<file path="src/design/atc_pkg.sv">
/*
 * Constants for the converter tuning configuration bank: register
 * offsets, writable-bit masks, field positions, reset value and the
 * offset loop arithmetic widths.
 * Assumes an 8-bit address, 8-bit data write port already decoded
 * from the serial configuration frame.
 */
// How it works
// - Register 4Ah bit 0 selects channel B high-frequency mode, default off.
// - Register 58h bit 0 selects channel A high-frequency mode, default off.
// - With offset loop on, each corrected output settles at midcode plus pedestal.
// - Register Chan_a_pedestal bits 7..4 hold the channel A pedestal.
// - Register C1h bits 7..4 hold the channel B pedestal, independent of A.
// - Pedestal fields are signed four-bit values, -8 to +7 around midcode.
// - Writing one channel's pedestal leaves the other channel's pedestal untouched.
// - Register Offset_loop_ctrl bit 7 freezes the estimate; last estimate keeps being applied.
// - Register Offset_loop_ctrl bits 5..2 set the offset loop time constant.
// - Register Slow_mode_gate bit 4 gates low-speed mode; zero forces it off.
// - Register F2h bit 3 enables channel A low-speed mode under the gate.
// - Register Perf_tune_and_chan_b_slow bit 0 enables channel B low-speed mode under the gate.
// - Register F1h bits 1..0 enable swing override only when both set.
// - Every register of the bank resets to 00h.
// - Register 3Dh bit 5 enables the offset loop.
// - Register 42h bit 3 enables digital functions, offset loop included.
package atc_pkg;

	localparam int          DATA_W     = 12;
	localparam int          FRAC_W     = 16;
	localparam int          ACC_W      = 30;
	localparam logic [11:0] MIDCODE    = 12'h800;
	localparam logic [7:0]  RESET_BYTE = 8'h00;

	// Register offsets
	localparam logic [7:0] ADDR_SWING_CODE     = 8'h01;
	localparam logic [7:0] ADDR_PERF_A         = 8'h02;
	localparam logic [7:0] ADDR_OFFSET_ENABLE  = 8'h3d;
	localparam logic [7:0] ADDR_DIGITAL_ENABLE = 8'h42;
	localparam logic [7:0] ADDR_CHAN_B_HF      = 8'h4a;
	localparam logic [7:0] ADDR_CHAN_A_HF      = 8'h58;
	localparam logic [7:0] ADDR_CHAN_A_PED     = 8'hbf;
	localparam logic [7:0] ADDR_CHAN_B_PED     = 8'hc1;
	localparam logic [7:0] ADDR_LOOP_CTRL      = 8'hcf;
	localparam logic [7:0] ADDR_PERF_B         = 8'hd5;
	localparam logic [7:0] ADDR_PERF_C         = 8'hd7;
	localparam logic [7:0] ADDR_PERF_SLOW_B    = 8'hdb;
	localparam logic [7:0] ADDR_SLOW_GATE      = 8'hef;
	localparam logic [7:0] ADDR_SWING_ENABLE   = 8'hf1;
	localparam logic [7:0] ADDR_CHAN_A_SLOW    = 8'hf2;

	// Writable bits; the rest store nothing and read zero
	localparam logic [7:0] MASK_SWING_CODE     = 8'hfc;
	localparam logic [7:0] MASK_PERF_A         = 8'h40;
	localparam logic [7:0] MASK_OFFSET_ENABLE  = 8'h20;
	localparam logic [7:0] MASK_DIGITAL_ENABLE = 8'h08;
	localparam logic [7:0] MASK_HF             = 8'h01;
	localparam logic [7:0] MASK_PED            = 8'hf0;
	localparam logic [7:0] MASK_LOOP_CTRL      = 8'hbc;
	localparam logic [7:0] MASK_PERF_B         = 8'h18;
	localparam logic [7:0] MASK_PERF_C         = 8'h0c;
	localparam logic [7:0] MASK_PERF_SLOW_B    = 8'h21;
	localparam logic [7:0] MASK_SLOW_GATE      = 8'h10;
	localparam logic [7:0] MASK_SWING_ENABLE   = 8'h03;
	localparam logic [7:0] MASK_CHAN_A_SLOW    = 8'h08;

	// Field positions
	localparam int BIT_HF          = 0;
	localparam int PED_LSB         = 4;
	localparam int BIT_HOLD        = 7;
	localparam int SPEED_LSB       = 2;
	localparam int BIT_LOOP_EN     = 5;
	localparam int BIT_DIGITAL_EN  = 3;
	localparam int BIT_SLOW_GATE   = 4;
	localparam int BIT_SLOW_A      = 3;
	localparam int BIT_SLOW_B      = 0;
	localparam int SWING_LSB       = 2;
	localparam int BIT_PERF_3      = 6;
	localparam int BIT_PERF_4      = 4;
	localparam int BIT_PERF_5      = 3;
	localparam int BIT_PERF_6      = 3;
	localparam int BIT_PERF_7      = 2;
	localparam int BIT_PERF_8      = 5;
	localparam logic [1:0] SWING_ON = 2'b11;

endpackage

</file>
<file path="src/design/atc_config_bank.sv">
/*
 * Tuning configuration register bank for a dual-channel converter,
 * with the two offset correction loops that its fields steer.
 * Assumes the serial port framing delivers one complete byte write
 * as a single-cycle strobe with address and data, synchronous to clock_in.
 */
`timescale 1ns/1ps
module atc_config_bank
	import atc_pkg::*;
(
	// Clock and reset
	input  wire logic              clock_in,
	input  wire logic              rst_b_in,
	// Configuration writes
	input  wire logic              wr_en_in,
	input  wire logic [7:0]        wr_addr_in,
	input  wire logic [7:0]        wr_data_in,
	// Configuration readback
	input  wire logic [7:0]        rd_addr_in,
	output logic      [7:0]        rd_data_out,
	// Samples
	input  wire logic [DATA_W-1:0] chan_a_sample_in,
	input  wire logic [DATA_W-1:0] chan_b_sample_in,
	output logic      [DATA_W-1:0] chan_a_corrected_out,
	output logic      [DATA_W-1:0] chan_b_corrected_out,
	// Analog mode controls
	output logic                   chan_a_fast_input_select_out,
	output logic                   chan_b_fast_input_select_out,
	output logic                   chan_a_slow_enable_out,
	output logic                   chan_b_slow_enable_out,
	output logic                   swing_override_out,
	output logic      [5:0]        swing_code_out,
	output logic      [5:0]        perf_tune_out,
	output logic                   perf_tune_complete_out
);

	typedef struct packed {
		logic [7:0] swing_code_word;
		logic [7:0] perf_tune_word_a;
		logic [7:0] offset_enable_word;
		logic [7:0] digital_enable_word;
		logic [7:0] chan_b_high_freq_ctrl;
		logic [7:0] chan_a_high_freq_ctrl;
		logic [7:0] chan_a_pedestal;
		logic [7:0] chan_b_pedestal;
		logic [7:0] offset_loop_ctrl;
		logic [7:0] perf_tune_word_b;
		logic [7:0] perf_tune_word_c;
		logic [7:0] perf_tune_and_chan_b_slow;
		logic [7:0] slow_mode_gate;
		logic [7:0] swing_override_enable;
		logic [7:0] chan_a_slow_mode;
		logic [7:0] rd_data;
		logic       chan_a_fast_input_select;
		logic       chan_b_fast_input_select;
		logic       chan_a_slow_enable;
		logic       chan_b_slow_enable;
		logic       swing_override;
		logic [5:0] swing_code;
		logic [5:0] perf_tune;
		logic       perf_tune_complete;
		logic       offset_loop_enable;
		logic       offset_estimate_hold;
		logic [3:0] offset_loop_speed;
		logic [3:0] chan_a_target_shift;
		logic [3:0] chan_b_target_shift;
	} atc_bank_type;

	atc_bank_type s;
	atc_bank_type next_s;
	logic [1:0]   rst_sync;
	logic         rst_q_b;

	// Release is synchronised; assertion is still immediate
	always_ff @(posedge clock_in or negedge rst_b_in) begin
		if (!rst_b_in) begin
			rst_sync <= 2'b00;
		end else begin
			rst_sync <= {rst_sync[0], 1'b1};
		end
	end

	assign rst_q_b = rst_sync[1];

	always_comb begin
		next_s = s;
		// Only a whole byte strobe moves a field
		if (wr_en_in) begin
			case (wr_addr_in)
				ADDR_SWING_CODE: begin
					next_s.swing_code_word = wr_data_in & MASK_SWING_CODE;
				end
				ADDR_PERF_A: begin
					next_s.perf_tune_word_a = wr_data_in & MASK_PERF_A;
				end
				ADDR_OFFSET_ENABLE: begin
					next_s.offset_enable_word = wr_data_in & MASK_OFFSET_ENABLE;
				end
				ADDR_DIGITAL_ENABLE: begin
					next_s.digital_enable_word = wr_data_in & MASK_DIGITAL_ENABLE;
				end
				ADDR_CHAN_B_HF: begin
					next_s.chan_b_high_freq_ctrl = wr_data_in & MASK_HF;
				end
				ADDR_CHAN_A_HF: begin
					next_s.chan_a_high_freq_ctrl = wr_data_in & MASK_HF;
				end
				ADDR_CHAN_A_PED: begin
					next_s.chan_a_pedestal = wr_data_in & MASK_PED;
				end
				ADDR_CHAN_B_PED: begin
					next_s.chan_b_pedestal = wr_data_in & MASK_PED;
				end
				ADDR_LOOP_CTRL: begin
					next_s.offset_loop_ctrl = wr_data_in & MASK_LOOP_CTRL;
				end
				ADDR_PERF_B: begin
					next_s.perf_tune_word_b = wr_data_in & MASK_PERF_B;
				end
				ADDR_PERF_C: begin
					next_s.perf_tune_word_c = wr_data_in & MASK_PERF_C;
				end
				ADDR_PERF_SLOW_B: begin
					next_s.perf_tune_and_chan_b_slow = wr_data_in & MASK_PERF_SLOW_B;
				end
				ADDR_SLOW_GATE: begin
					next_s.slow_mode_gate = wr_data_in & MASK_SLOW_GATE;
				end
				ADDR_SWING_ENABLE: begin
					next_s.swing_override_enable = wr_data_in & MASK_SWING_ENABLE;
				end
				ADDR_CHAN_A_SLOW: begin
					next_s.chan_a_slow_mode = wr_data_in & MASK_CHAN_A_SLOW;
				end
				default: begin
					// Unmapped offsets are ignored
				end
			endcase
		end

		// Controls follow the new register values on the same edge
		next_s.chan_a_fast_input_select = next_s.chan_a_high_freq_ctrl[BIT_HF];
		next_s.chan_b_fast_input_select = next_s.chan_b_high_freq_ctrl[BIT_HF];
		next_s.chan_a_slow_enable = next_s.slow_mode_gate[BIT_SLOW_GATE]
			&& next_s.chan_a_slow_mode[BIT_SLOW_A];
		next_s.chan_b_slow_enable = next_s.slow_mode_gate[BIT_SLOW_GATE]
			&& next_s.perf_tune_and_chan_b_slow[BIT_SLOW_B];
		// Reserved codes 01 and 10 leave the override off
		next_s.swing_override = next_s.swing_override_enable[1:0] == SWING_ON;
		next_s.swing_code = next_s.swing_code_word[SWING_LSB +: 6];
		next_s.perf_tune = {next_s.perf_tune_and_chan_b_slow[BIT_PERF_8],
			next_s.perf_tune_word_c[BIT_PERF_7],
			next_s.perf_tune_word_c[BIT_PERF_6],
			next_s.perf_tune_word_b[BIT_PERF_5],
			next_s.perf_tune_word_b[BIT_PERF_4],
			next_s.perf_tune_word_a[BIT_PERF_3]};
		next_s.perf_tune_complete = &next_s.perf_tune;
		// Loop runs only with both enables; freeze without them is moot
		next_s.offset_loop_enable = next_s.offset_enable_word[BIT_LOOP_EN]
			&& next_s.digital_enable_word[BIT_DIGITAL_EN];
		next_s.offset_estimate_hold = next_s.offset_loop_ctrl[BIT_HOLD];
		next_s.offset_loop_speed = next_s.offset_loop_ctrl[SPEED_LSB +: 4];
		next_s.chan_a_target_shift = next_s.chan_a_pedestal[PED_LSB +: 4];
		next_s.chan_b_target_shift = next_s.chan_b_pedestal[PED_LSB +: 4];

		// Readback shows stored state, one cycle after the address
		case (rd_addr_in)
			ADDR_SWING_CODE:     next_s.rd_data = s.swing_code_word;
			ADDR_PERF_A:         next_s.rd_data = s.perf_tune_word_a;
			ADDR_OFFSET_ENABLE:  next_s.rd_data = s.offset_enable_word;
			ADDR_DIGITAL_ENABLE: next_s.rd_data = s.digital_enable_word;
			ADDR_CHAN_B_HF:      next_s.rd_data = s.chan_b_high_freq_ctrl;
			ADDR_CHAN_A_HF:      next_s.rd_data = s.chan_a_high_freq_ctrl;
			ADDR_CHAN_A_PED:     next_s.rd_data = s.chan_a_pedestal;
			ADDR_CHAN_B_PED:     next_s.rd_data = s.chan_b_pedestal;
			ADDR_LOOP_CTRL:      next_s.rd_data = s.offset_loop_ctrl;
			ADDR_PERF_B:         next_s.rd_data = s.perf_tune_word_b;
			ADDR_PERF_C:         next_s.rd_data = s.perf_tune_word_c;
			ADDR_PERF_SLOW_B:    next_s.rd_data = s.perf_tune_and_chan_b_slow;
			ADDR_SLOW_GATE:      next_s.rd_data = s.slow_mode_gate;
			ADDR_SWING_ENABLE:   next_s.rd_data = s.swing_override_enable;
			ADDR_CHAN_A_SLOW:    next_s.rd_data = s.chan_a_slow_mode;
			default:             next_s.rd_data = RESET_BYTE;
		endcase
	end

	always_ff @(posedge clock_in or negedge rst_q_b) begin
		if (!rst_q_b) begin
			s <= '0;
		end else begin
			s <= next_s;
		end
	end

	atc_offset_loop u_chan_a_loop (
		.clock_in       (clock_in),
		.rst_b_in       (rst_q_b),
		.loop_enable_in (s.offset_loop_enable),
		.hold_in        (s.offset_estimate_hold),
		.speed_in       (s.offset_loop_speed),
		.shift_in       (s.chan_a_target_shift),
		.sample_in      (chan_a_sample_in),
		.corrected_out  (chan_a_corrected_out)
	);

	atc_offset_loop u_chan_b_loop (
		.clock_in       (clock_in),
		.rst_b_in       (rst_q_b),
		.loop_enable_in (s.offset_loop_enable),
		.hold_in        (s.offset_estimate_hold),
		.speed_in       (s.offset_loop_speed),
		.shift_in       (s.chan_b_target_shift),
		.sample_in      (chan_b_sample_in),
		.corrected_out  (chan_b_corrected_out)
	);

	assign rd_data_out                  = s.rd_data;
	assign chan_a_fast_input_select_out = s.chan_a_fast_input_select;
	assign chan_b_fast_input_select_out = s.chan_b_fast_input_select;
	assign chan_a_slow_enable_out       = s.chan_a_slow_enable;
	assign chan_b_slow_enable_out       = s.chan_b_slow_enable;
	assign swing_override_out           = s.swing_override;
	assign swing_code_out               = s.swing_code;
	assign perf_tune_out                = s.perf_tune;
	assign perf_tune_complete_out       = s.perf_tune_complete;

	chk_fast_b_write: assert property (@(posedge clock_in) disable iff (!rst_q_b)
		wr_en_in && wr_addr_in == ADDR_CHAN_B_HF
		|=> chan_b_fast_input_select_out == $past(wr_data_in[BIT_HF]))
		else $error("channel B fast select did not follow write");

	chk_fast_a_write: assert property (@(posedge clock_in) disable iff (!rst_q_b)
		wr_en_in && wr_addr_in == ADDR_CHAN_A_HF
		|=> chan_a_fast_input_select_out == $past(wr_data_in[BIT_HF]))
		else $error("channel A fast select did not follow write");

	chk_ped_a_store: assert property (@(posedge clock_in) disable iff (!rst_q_b)
		wr_en_in && wr_addr_in == ADDR_CHAN_A_PED
		|=> s.chan_a_target_shift == $past(wr_data_in[7:4]) ##1 rd_data_out[7:4] ==
		$past(s.chan_a_target_shift) || $past(rd_addr_in) != ADDR_CHAN_A_PED)
		else $error("channel A pedestal not stored");

	chk_ped_b_store: assert property (@(posedge clock_in) disable iff (!rst_q_b)
		wr_en_in && wr_addr_in == ADDR_CHAN_B_PED
		|=> s.chan_b_target_shift == $past(wr_data_in[7:4]))
		else $error("channel B pedestal not stored");

	chk_ped_independent: assert property (@(posedge clock_in) disable iff (!rst_q_b)
		wr_en_in && wr_addr_in == ADDR_CHAN_A_PED |=> $stable(s.chan_b_target_shift))
		else $error("channel A write disturbed channel B pedestal");

	chk_hold_follows: assert property (@(posedge clock_in) disable iff (!rst_q_b)
		wr_en_in && wr_addr_in == ADDR_LOOP_CTRL
		|=> s.offset_estimate_hold == $past(wr_data_in[BIT_HOLD]))
		else $error("freeze bit not applied");

	chk_speed_field: assert property (@(posedge clock_in) disable iff (!rst_q_b)
		wr_en_in && wr_addr_in == ADDR_LOOP_CTRL
		|=> s.offset_loop_speed == $past(wr_data_in[5:2]))
		else $error("time constant field not applied");

	chk_slow_gate_off: assert property (@(posedge clock_in) disable iff (!rst_q_b)
		!s.slow_mode_gate[BIT_SLOW_GATE] |-> !chan_a_slow_enable_out && !chan_b_slow_enable_out)
		else $error("low-speed mode active without gate");

	chk_slow_a_gated: assert property (@(posedge clock_in) disable iff (!rst_q_b)
		chan_a_slow_enable_out == (s.slow_mode_gate[BIT_SLOW_GATE] && s.chan_a_slow_mode[BIT_SLOW_A]))
		else $error("channel A low-speed mismatch");

	chk_slow_b_gated: assert property (@(posedge clock_in) disable iff (!rst_q_b)
		chan_b_slow_enable_out ==
		(s.slow_mode_gate[BIT_SLOW_GATE] && s.perf_tune_and_chan_b_slow[BIT_SLOW_B]))
		else $error("channel B low-speed mismatch");

	chk_swing_code_11: assert property (@(posedge clock_in) disable iff (!rst_q_b)
		swing_override_out == (s.swing_override_enable[1:0] == SWING_ON))
		else $error("swing override on a reserved code");

	chk_reset_clear: assert property (@(posedge clock_in)
		!rst_q_b |-> s == '0)
		else $error("bank not cleared in reset");

	chk_loop_both_en: assert property (@(posedge clock_in) disable iff (!rst_q_b)
		s.offset_loop_enable == (s.offset_enable_word[BIT_LOOP_EN]
		&& s.digital_enable_word[BIT_DIGITAL_EN]))
		else $error("loop enable not gated by both bits");

	chk_quiet_no_write: assert property (@(posedge clock_in) disable iff (!rst_q_b)
		!wr_en_in |=> $stable(s.offset_loop_ctrl) && $stable(s.chan_a_pedestal)
		&& $stable(s.swing_override_enable) && $stable(s.slow_mode_gate))
		else $error("field changed without a write");

	cov_perf_complete: cover property (@(posedge clock_in) disable iff (!rst_q_b)
		$rose(perf_tune_complete_out));
	cov_frozen_loop: cover property (@(posedge clock_in) disable iff (!rst_q_b)
		s.offset_loop_enable && s.offset_estimate_hold);
	cov_swing_on: cover property (@(posedge clock_in) disable iff (!rst_q_b)
		$rose(swing_override_out));
	cov_slow_both: cover property (@(posedge clock_in) disable iff (!rst_q_b)
		chan_a_slow_enable_out && chan_b_slow_enable_out);
	cov_ped_split: cover property (@(posedge clock_in) disable iff (!rst_q_b)
		s.chan_a_target_shift[3] != s.chan_b_target_shift[3]);

endmodule

</file>
<file path="src/design/atc_offset_loop.sv">
/*
 * One channel of the offset correction loop: subtracts a running
 * estimate from each sample and steers the result toward midcode plus
 * a signed pedestal.
 * Assumes one sample per clock, offset binary, and a synchronised reset.
 */
`timescale 1ns/1ps
module atc_offset_loop
	import atc_pkg::*;
(
	// Clock and reset
	input  wire logic              clock_in,
	input  wire logic              rst_b_in,
	// Controls
	input  wire logic              loop_enable_in,
	input  wire logic              hold_in,
	input  wire logic [3:0]        speed_in,
	input  wire logic [3:0]        shift_in,
	// Samples
	input  wire logic [DATA_W-1:0] sample_in,
	output logic      [DATA_W-1:0] corrected_out
);

	typedef struct packed {
		logic signed [ACC_W-1:0] acc;
		logic [DATA_W-1:0]       corrected;
	} atc_loop_type;

	atc_loop_type        s;
	atc_loop_type        next_s;
	logic signed [13:0]  est_int;
	logic signed [14:0]  diff;
	logic [DATA_W-1:0]   clipped;
	logic signed [14:0]  target;
	logic signed [14:0]  err;
	logic [4:0]          shamt;
	logic signed [ACC_W-1:0] step;

	always_comb begin
		next_s = s;
		est_int = s.acc[ACC_W-1:FRAC_W];
		diff = $signed({3'b000, sample_in}) - $signed({est_int[13], est_int});
		if (diff < 0) begin
			clipped = '0;
		end else if (diff > $signed({3'b000, {DATA_W{1'b1}}})) begin
			clipped = '1;
		end else begin
			clipped = diff[DATA_W-1:0];
		end
		// Signed pedestal sits on midcode
		target = $signed({3'b000, MIDCODE}) + $signed({{11{shift_in[3]}}, shift_in});
		err = $signed({3'b000, clipped}) - target;
		// Larger time constant, smaller step; speed 0 settles in one step
		shamt = 5'(FRAC_W) - {1'b0, speed_in};
		step = $signed({{(ACC_W-15){err[14]}}, err}) <<< shamt;
		if (loop_enable_in) begin
			next_s.corrected = clipped;
			if (!hold_in) begin
				next_s.acc = s.acc + step;
			end
		end else begin
			// Estimate dropped so a re-enable starts clean
			next_s.acc = '0;
			next_s.corrected = sample_in;
		end
	end

	always_ff @(posedge clock_in or negedge rst_b_in) begin
		if (!rst_b_in) begin
			s <= '0;
		end else begin
			s <= next_s;
		end
	end

	assign corrected_out = s.corrected;

	chk_hold_keeps_est: assert property (@(posedge clock_in) disable iff (!rst_b_in)
		loop_enable_in && hold_in |=> $stable(s.acc))
		else $error("estimate moved while held");

	chk_loop_settles_target: assert property (@(posedge clock_in) disable iff (!rst_b_in)
		(loop_enable_in && !hold_in && speed_in == 4'h0 && diff >= 0 && diff <= 15'sd4095)
		##1 (loop_enable_in && !hold_in && $stable(sample_in) && $stable(shift_in))
		|=> corrected_out == $past(target[DATA_W-1:0], 2))
		else $error("corrected output missed midcode plus pedestal");

	chk_bypass_raw: assert property (@(posedge clock_in) disable iff (!rst_b_in)
		!loop_enable_in |=> corrected_out == $past(sample_in) && s.acc == '0)
		else $error("disabled loop altered the sample");

endmodule

</file>
<file path="config.mk">
export PLATFORM = sky130hd
export DESIGN_NAME = atc_config_bank
export DESIGN_NICKNAME = d
export VERILOG_FILES = /design/src/design/atc_pkg.sv /design/src/design/atc_config_bank.sv /design/src/design/atc_offset_loop.sv
export SDC_FILE = /design/constraint.sdc
export NUM_CORES = 1
export LEC_CHECK = 0
export BUFFER_PORTS_ARGS = -buffer_cell sky130_fd_sc_hd__buf_2
export CAP_MARGIN = 20
export CORE_MARGIN = 5
export CORE_UTILIZATION = 30
export DETAILED_ROUTE_END_ITERATION = 7
export PLACE_DENSITY = 0.41
export SETUP_SLACK_MARGIN = 0.5
export SKIP_CTS_REPAIR_TIMING = 1
export SKIP_LAST_GASP = 1
export SLEW_MARGIN = 20
export SYNTH_ARGS = -nofsm -noshare
export SYNTH_HDL_FRONTEND = slang
export SYNTH_SLANG_ARGS = --single-unit
</file>
<file path="constraint.sdc">
create_clock -name clock_in -period 8.3 [get_ports clock_in]
set_input_delay 1.245 -clock clock_in [delete_from_list [all_inputs] [get_ports clock_in]]
set_output_delay 1.245 -clock clock_in [all_outputs]
set_load 0.01 [all_outputs]
</file>
==> reports/metrics.csv, run 1 <==
metric,value,unit
Rows,78,
worst-margin pin slew,1.06,ns
Syn Area/Cell,8.16,um2
vias in the first global route,13256,
Post-Synth Simple-Gate Area,0.193,
final period utilization,0.949,
initial antenna violation count,1,
multiplexer share of the synthesized area,0.0753,
Via Count,13386,
Synth async-reset ratio,1.00,
die area,50400,um2
Post-synth top cells,"nand2_1, dfrtp_1, o21ai_0, ha_1, a21oi_1",
ys flop type,dfrtp_1,
r2r endpoint,u_chan_b_loop.est_int[6],
CP Class,primary input to register,
root buffer cell,clkbuf_16,
Starting DRT DRC Count,760,
largest family of logic cells by synthesized area,compound AO/OA/AOI/OAI gates,
register area,3340,um2
Synth Instances,1692,
switch share,0.403,
Area growth syn-to-layout,34.6,%
post-synth cell types,81,
Synth Warn #,0,
"EDFF count, synth",0,
multi-input logic area,10800,um2
syn_nets,1882,
layout cell share with drive strength beyond 1,0.351,
H-tree depth,4,
fmax,127,MHz
#FFs+latches synth,133,
All-Layer GR Usage,0.181,
total CTS buffers,17,
post-synthesis compound-gate area fraction,0.241,
fraction of the yosys area taken by sequential cells,0.241,
FILL cells,4732,
Logic pwr share,0.558,
Reg-to-Reg Start,u_chan_b_loop.est_int[0],
Die X,224,um
Synth area leader,dfrtp_1,
clock sink total,133,
Port Buffers,100,
CTS max path bufs,2,
Final Slew Violations,0,
largest net degree at the start of global routing,76,
fraction of the mapped netlist area in adder cells,0.130,
Fin. Hold Viols,0,
via/cell ratio,5.12,
WL per Instance,17.9,um
CP Capture Type,register,
worst reg2reg setup slack,0.72,ns
total iterations of the first detailed-routing run,5,
DP Area,16600,um2
RSZ-0062 raised after global routing,yes,
sequential power share,0.204,
total power,0.00336,W
leak pwr,8.57,nW
synthesized-area fraction occupied by xor and xnor cells,0.0552,
Switch Pwr,0.00135,W
hold path start,rst_sync[0],
CTS tree,done,
Layout Nets,2190,
initial core utilization,0.303,
setup TNS,0,ns
largest cells by area after synthesis,"dfrtp_1, ha_1, nand2_1",
Peak VDD IR,137,uV
status,"finished, final reports clean",
Crit-path slowest cell,fa_2,
"Reg clk slew, reported paths",0.06,ns
core outline area,45500,um2
final core occ,0.408,
WP data required,8.68,ns
Clock Latency Late Sink,0.49,ns
top-count cell post-synth,nand2_1,
HPWL after DPL,35.1,mm
hold-critical path depth,0,
Arrival @ worst endpoint,8.25,ns
clock skew,0.0143,ns
"wirelength, routed",46.7,mm
DRC Markers,0,
max-cap check violation count,0,
Hold Path Class,register to register,
Worst slew margin,0.285,
Routability Congestion,0.850,
Synth top area share,0.241,
R2R cell count,40,
Hold EP,rst_sync[1],
first-pass GRT wire length,72.8,mm
CP most frequent cell,buf_4,
Clock power frac,0.239,
Final setup viols,0,
CP startpoint kind,primary input,
CP max stage delay,0.38,ns
worst-path maximum fanout,5,
min cycle time layout,7.88,ns
internal power,0.00200,W
post-route cell area,18600,um2
Die Height,224,um
post-synthesis cell area,13800,um2
# diodes,0,
Routed Antenna Nets,0,
I/O pin count,101,
Power per Cell Area,181,nW/um2
gr ovfl total,0,
-- cells by family after synthesis --
logic type	after synthesis
simple gates	545
other cells	1
xor+xnor	87
compound gates	513
buf+inv	183
flops	133
fa+ha+maj	139
mux	91
-- stage by stage --
stage | setup slack [ns] | std cells | hold WS (ns)
2_1_floorplan | 0.450 | 1692 | 0.331
3_3_place_gp | -0.533 | 2548 | 0.334
3_5_place_dp | -0.565 | 2548 | 0.337
4_1_cts | -0.0887 | 2580 | 0.351
5_1_grt | 0.116 | 2613 | 0.368
6_report | 0.422 | 2613 | 0.348
-- how the worst max path moves through the flow --
stage	startpoint	to	slack (ns)	cells past startpoint
finish	chan_b_sample_in[0]	u_chan_b_loop.est_int[6]	0.42	42
global route	chan_b_sample_in[0]	u_chan_b_loop.est_int[6]	0.12	42
CTS	chan_a_sample_in[0]	u_chan_a_loop.est_int[13]	-0.09	35
detailed placement	chan_a_sample_in[0]	u_chan_a_loop.est_int[13]	-0.56	35
global placement	chan_a_sample_in[0]	u_chan_a_loop.est_int[13]	-0.53	35
floorplan	chan_b_sample_in[0]	u_chan_b_loop.est_int[13]	0.45	35
-- layout make-up --
cell class	instances	share of cell area
Inverter	69	0.0142
Clock inverter	12	0.00775
Sequential cell	133	0.180
Multi-Input combinational cell	1377	0.583
Timing Repair Buffer	402	0.151
Clock buffer	20	0.0241
Tap cell	600	0.0404
-- state kept, by name, summed over array words and instances, names as in the netlist, 2 cells and up --
signal,cells
perf_tune_out,5
rd_data_out,8
rst_sync,2
s,28
u_chan_a_loop.corrected_out,12
u_chan_a_loop.est_int,14
u_chan_a_loop.s,16
u_chan_b_loop.corrected_out,12
u_chan_b_loop.est_int,14
u_chan_b_loop.s,16
-- worst max-delay path, delay by kind of cell --
family          cells  cell delay, ns
compound gates     22            3.59
simple gates        5            0.72
xor+xnor            1            0.13
mux                 1            0.22
buf+inv             7            0.82
fa+ha+maj           6            1.51
-- cells in the final DEF, fill, tap and decap left out, types with 59 or more instances in the layout --
master | Yosys | routed
nand2_1 | 186 | 184
inv_1 | 68 | 66
buf_4 | 49 | 298
o21ai_0 | 133 | 94
ha_1 | 131 | 107
dfrtp_1 | 133 | 130
a21oi_1 | 123 | 88
buf_2 | 1 | 98
and2_1 | 60 | 59
nor2_1 | 101 | 97
-- metal layers --
| metal | track usage | share of wire | vias to the layer above |
|---|---|---|---|
| li1 | - | - | 6718 |
| met1 | 0.243 | 0.47 | 6375 |
| met2 | 0.298 | 0.47 | 238 |
| met3 | 0.0318 | 0.035 | 55 |
| met4 | 0.0583 | 0.023 | 0 |
| met5 | 0 | 0 | - |
-- power by group through the flow --
stage / clock network, W / logic (W) / registers (W)
finish: 0.000801 / 0.00187 / 0.000684
global route: 0.000852 / 0.00204 / 0.000687
CTS: 0.000831 / 0.00162 / 0.000685
detailed placement: 0 / 0.00161 / 0.000697
global placement: 0 / 0.00162 / 0.000697
floorplan: 0 / 0.000955 / 0.000691
Note: power is estimated with default switching activity, not from simulation.
==> inputs of run 2 (changes only) <==
- BUFFER_PORTS_ARGS: -buffer_cell sky130_fd_sc_hd__buf_2 -> unset
- DONT_BUFFER_PORTS: unset -> 1
- PLACE_DENSITY: 0.41 -> 0.4
==> reports/metrics.csv, run 2 (synthesis results as in run 1) <==
metric,value,unit
CTS tree,done,
Rows,78,
core outline area,45500,um2
RSZ-0062 raised after global routing,yes,
final period utilization,0.945,
via/cell ratio,5.28,
Fin. Hold Viols,0,
Crit-path slowest cell,mux4_2,
Layout Nets,2077,
DRC Markers,0,
Area growth syn-to-layout,29.5,%
Starting DRT DRC Count,885,
Routability Congestion,0.856,
"wirelength, routed",46.7,mm
Die Height,224,um
WL per Instance,18.7,um
Biggest register,s,
Via Count,13188,
setup TNS,0,ns
leak pwr,8.13,nW
worst-margin pin slew,0.984,ns
# diodes,0,
first-pass GRT wire length,72.7,mm
Clock Latency Late Sink,0.47,ns
layout cell share with drive strength beyond 1,0.302,
Port Buffers,0,
total CTS buffers,17,
"most common cell after layout, fill and taps aside",buf_4,
max-cap check violation count,0,
initial antenna violation count,0,
Arrival @ worst endpoint,8.24,ns
Final Slew Violations,0,
clock skew,0.0126,ns
root buffer cell,clkbuf_16,
H-tree depth,4,
die area,50400,um2
largest net degree at the start of global routing,79,
gr ovfl total,0,
total iterations of the first detailed-routing run,5,
All-Layer GR Usage,0.181,
vias in the first global route,12998,
Routed Antenna Nets,0,
Worst slew margin,0.344,
register area,3340,um2
Die X,224,um
multi-input logic area,10700,um2
status,"finished, final reports clean",
worst-path maximum fanout,5,
total power,0.00326,W
FILL cells,4671,
CTS max path bufs,2,
number of flip-flops in the largest register,28,
WP data required,8.69,ns
biggest regs,"s: 28 flops, u_chan_a_loop.s: 16 flops, u_chan_b_loop.s: 16 flops",
Power per Cell Area,182,nW/um2
CP most frequent cell,o21ai_2,
Peak VDD IR,114,uV
Hold Path Class,register to register,
most frequent cells in the layout,"buf_4, nand2_1, dfrtp_1",
I/O pin count,101,
min cycle time layout,7.85,ns
fmax,127,MHz
CP Class,primary input to register,
Final setup viols,0,
initial core utilization,0.303,
CP max stage delay,0.52,ns
CP startpoint kind,primary input,
clock sink total,133,
HPWL after DPL,35.2,mm
"Reg clk slew, reported paths",0.07,ns
CP Capture Type,register,
run 2: cell count changes in the layout (fill, tap and decap cells not counted), sizes merged:
cell,delta
clkinv,+2
inv,+4
clkinvlp,-2
clkbuf,-2
bufinv,-2
buf,-113
run 2: metrics by stage:
stage,hold slack (ns),worst slack (ns),util,instances,area [um2]
after floorplan,0.331,0.450,-,1692,13900
after global placement,0.335,-0.608,0.353,2439,16100
after detailed placement,0.340,-0.645,0.353,2439,16100
after CTS,0.359,-0.195,0.366,2471,16600
after global routing,0.369,0.145,0.393,2500,17900
final,0.356,0.453,0.393,2500,17900
run 2: worst paths after layout:
check,startpoint,slack [ns],depth (start not counted),endpoint
setup / recovery,chan_b_sample_in[0],0.45,34,u_chan_b_loop.est_int[13]
hold / removal,rst_sync[0],0.36,0,rst_sync[1]
setup reg to reg,u_chan_b_loop.est_int[0],0.77,33,u_chan_b_loop.est_int[13]
hold reg to reg,rst_sync[0],0.36,0,rst_sync[1]
max in group asynchronous,rst_sync[1],6.30,1,s[95]
min in group asynchronous,rst_sync[1],0.42,0,u_chan_a_loop.corrected_out[10]
run 2: power by group:
| group | switching, W | internal, W | leakage, nW | total (W) |
|---|---|---|---|---|
| sequential | 0.0000273 | 0.000663 | 1.77 | 0.000691 |
| combinational | 0.000951 | 0.000850 | 6.07 | 0.00180 |
| clock | 0.000360 | 0.000404 | 0.280 | 0.000764 |
| total | 0.00134 | 0.00192 | 8.13 | 0.00326 |
run 2: routing by layer:
layer  track usage  share of wire  wire (um)
met5             0              0          0
met4        0.0399          0.016        753
met3        0.0305          0.035       1640
met2         0.309           0.48      22600
met1         0.240           0.46      21700
run 2: layout make-up:
cell class | count | area share
Multi-Input combinational cell | 1377 | 0.600
Sequential cell | 133 | 0.187
Timing Repair Buffer | 289 | 0.124
Tap cell | 600 | 0.0420
Clock buffer | 18 | 0.0246
Inverter | 69 | 0.0149
Clock inverter | 14 | 0.00749
run 2: worst max-delay path: cells and delay by family:
| kind | cells | cell delay, ns |
|---|---|---|
| simple gates | 6 | 1.27 |
| xor+xnor | 1 | 0.20 |
| buf+inv | 3 | 0.30 |
| mux | 2 | 0.72 |
| compound gates | 17 | 3.14 |
| fa+ha+maj | 5 | 1.35 |
==> inputs of run 3 (changes only) <==
- SETUP_SLACK_MARGIN: 0.5 -> 0.02
- SKIP_LAST_GASP: 1 -> unset
==> reports/metrics.csv, run 3 (synthesis results as in run 1) <==
metric,value,unit
HPWL after DPL,35.7,mm
Arrival @ worst endpoint,8.37,ns
Fin. Hold Viols,0,
Crit-path slowest cell,mux4_2,
initial antenna violation count,0,
core outline area,45500,um2
total CTS buffers,17,
I/O pin count,101,
max-cap check violation count,0,
Die Height,224,um
Rows,78,
Hold Path Class,register to register,
H-tree depth,4,
Power per Cell Area,179,nW/um2
Placed Cells,2506,
Biggest register,s,
CP startpoint kind,primary input,
Layout Nets,2129,
Via Count,13157,
Die X,224,um
CP Class,primary input to register,
worst-margin pin slew,0.915,ns
Routability Congestion,0.885,
root buffer cell,clkbuf_16,
worst-path maximum fanout,4,
initial core utilization,0.303,
Worst slew margin,0.390,
"wirelength, routed",46.0,mm
hold-critical path depth,0,
Final setup viols,0,
leak pwr,8.22,nW
vias in the first global route,13174,
number of flip-flops in the largest register,28,
CTS tree,done,
RSZ-0062 raised after global routing,yes,
final core occ,0.388,
min cycle time layout,7.95,ns
Area growth syn-to-layout,28.0,%
Port Buffers,0,
FILL cells,4794,
gr ovfl total,0,
DRC Markers,0,
Layout Cells excl Fill,2552,
status,"finished, final reports clean",
setup TNS,0,ns
R2R cell count,34,
first-pass GRT wire length,72.8,mm
# diodes,0,
biggest regs,"s: 28 flops, u_chan_a_loop.s: 16 flops, u_chan_b_loop.s: 16 flops",
total iterations of the first detailed-routing run,7,
"most common cell after layout, fill and taps aside",buf_4,
final period utilization,0.958,
largest net degree at the start of global routing,87,
clock sink total,133,
Routed Antenna Nets,0,
Peak VDD IR,128,uV
Final Slew Violations,0,
total power,0.00317,W
via/cell ratio,5.16,
CP max stage delay,0.55,ns
layout cell share with drive strength beyond 1,0.288,
"Reg clk slew, reported paths",0.06,ns
CTS max path bufs,2,
Starting DRT DRC Count,772,
WL per Instance,18.0,um
fmax,126,MHz
CP Capture Type,register,
clock skew,0.0109,ns
most frequent cells in the layout,"buf_4, nand2_1, dfrtp_1",
die area,50400,um2
WP data required,8.72,ns
All-Layer GR Usage,0.183,
Clock Latency Late Sink,0.49,ns
-- run 3: cell count changes in the layout (fill, tap and decap cells not counted), sizes merged --
cell	delta
buf	+53
clkinvlp	+2
clkinv	-2
a22o	-1
-- run 3: routing by layer --
layer	GRT usage	vias up	part of all wire
li1	-	6581	-
met1	0.238	6293	0.46
met2	0.303	223	0.48
met3	0.0317	60	0.033
met4	0.0693	0	0.029
met5	0	-	0
-- run 3: path summary, 6_finish.rpt --
| path | from | to | slack [ns] |
|---|---|---|---|
| setup / recovery | chan_a_sample_in[0] | u_chan_a_loop.est_int[13] | 0.35 |
| hold / removal | rst_sync[0] | rst_sync[1] | 0.36 |
| setup reg to reg | u_chan_a_loop.est_int[1] | u_chan_a_loop.est_int[13] | 0.63 |
| hold reg to reg | rst_sync[0] | rst_sync[1] | 0.36 |
| max in group asynchronous | rst_sync[1] | s[95] | 6.64 |
| min in group asynchronous | rst_sync[1] | chan_a_slow_enable_out | 0.42 |
-- run 3: area by class of cell --
type,instances,area (um2),share of cell area
Clock buffer,18,429,0.0243
Clock inverter,14,118,0.00666
Inverter,69,259,0.0147
Timing Repair Buffer,342,2590,0.147
Multi-Input combinational cell,1376,10200,0.576
Sequential cell,133,3340,0.189
Tap cell,600,751,0.0425
-- run 3: worst max-delay path, delay by kind of cell --
family	cells	cell delay (ns)
AO/OA/AOI/OAI	20	3.88
XOR/XNOR	2	0.25
adder cells (fa/ha/maj)	5	1.32
buffers and inverters	3	0.34
multiplexers	1	0.55
AND/OR/NAND/NOR	4	0.78
-- run 3: stage by stage --
step / worst slack, ns / instance area, um2 / hold slack, ns
after floorplan: -0.00578 / 13800 / 0.331
after global placement: -1.03 / 16500 / 0.336
after detailed placement: -1.01 / 16500 / 0.340
after CTS: -0.543 / 17000 / 0.358
after global routing: -0.109 / 17700 / 0.378
final: 0.346 / 17700 / 0.355
-- run 3: report_power, final --
group | internal [W] | total [W] | switching, W
logic | 0.000835 | 0.00174 | 0.000904
registers | 0.000664 | 0.000690 | 0.0000263
clock network | 0.000388 | 0.000738 | 0.000350
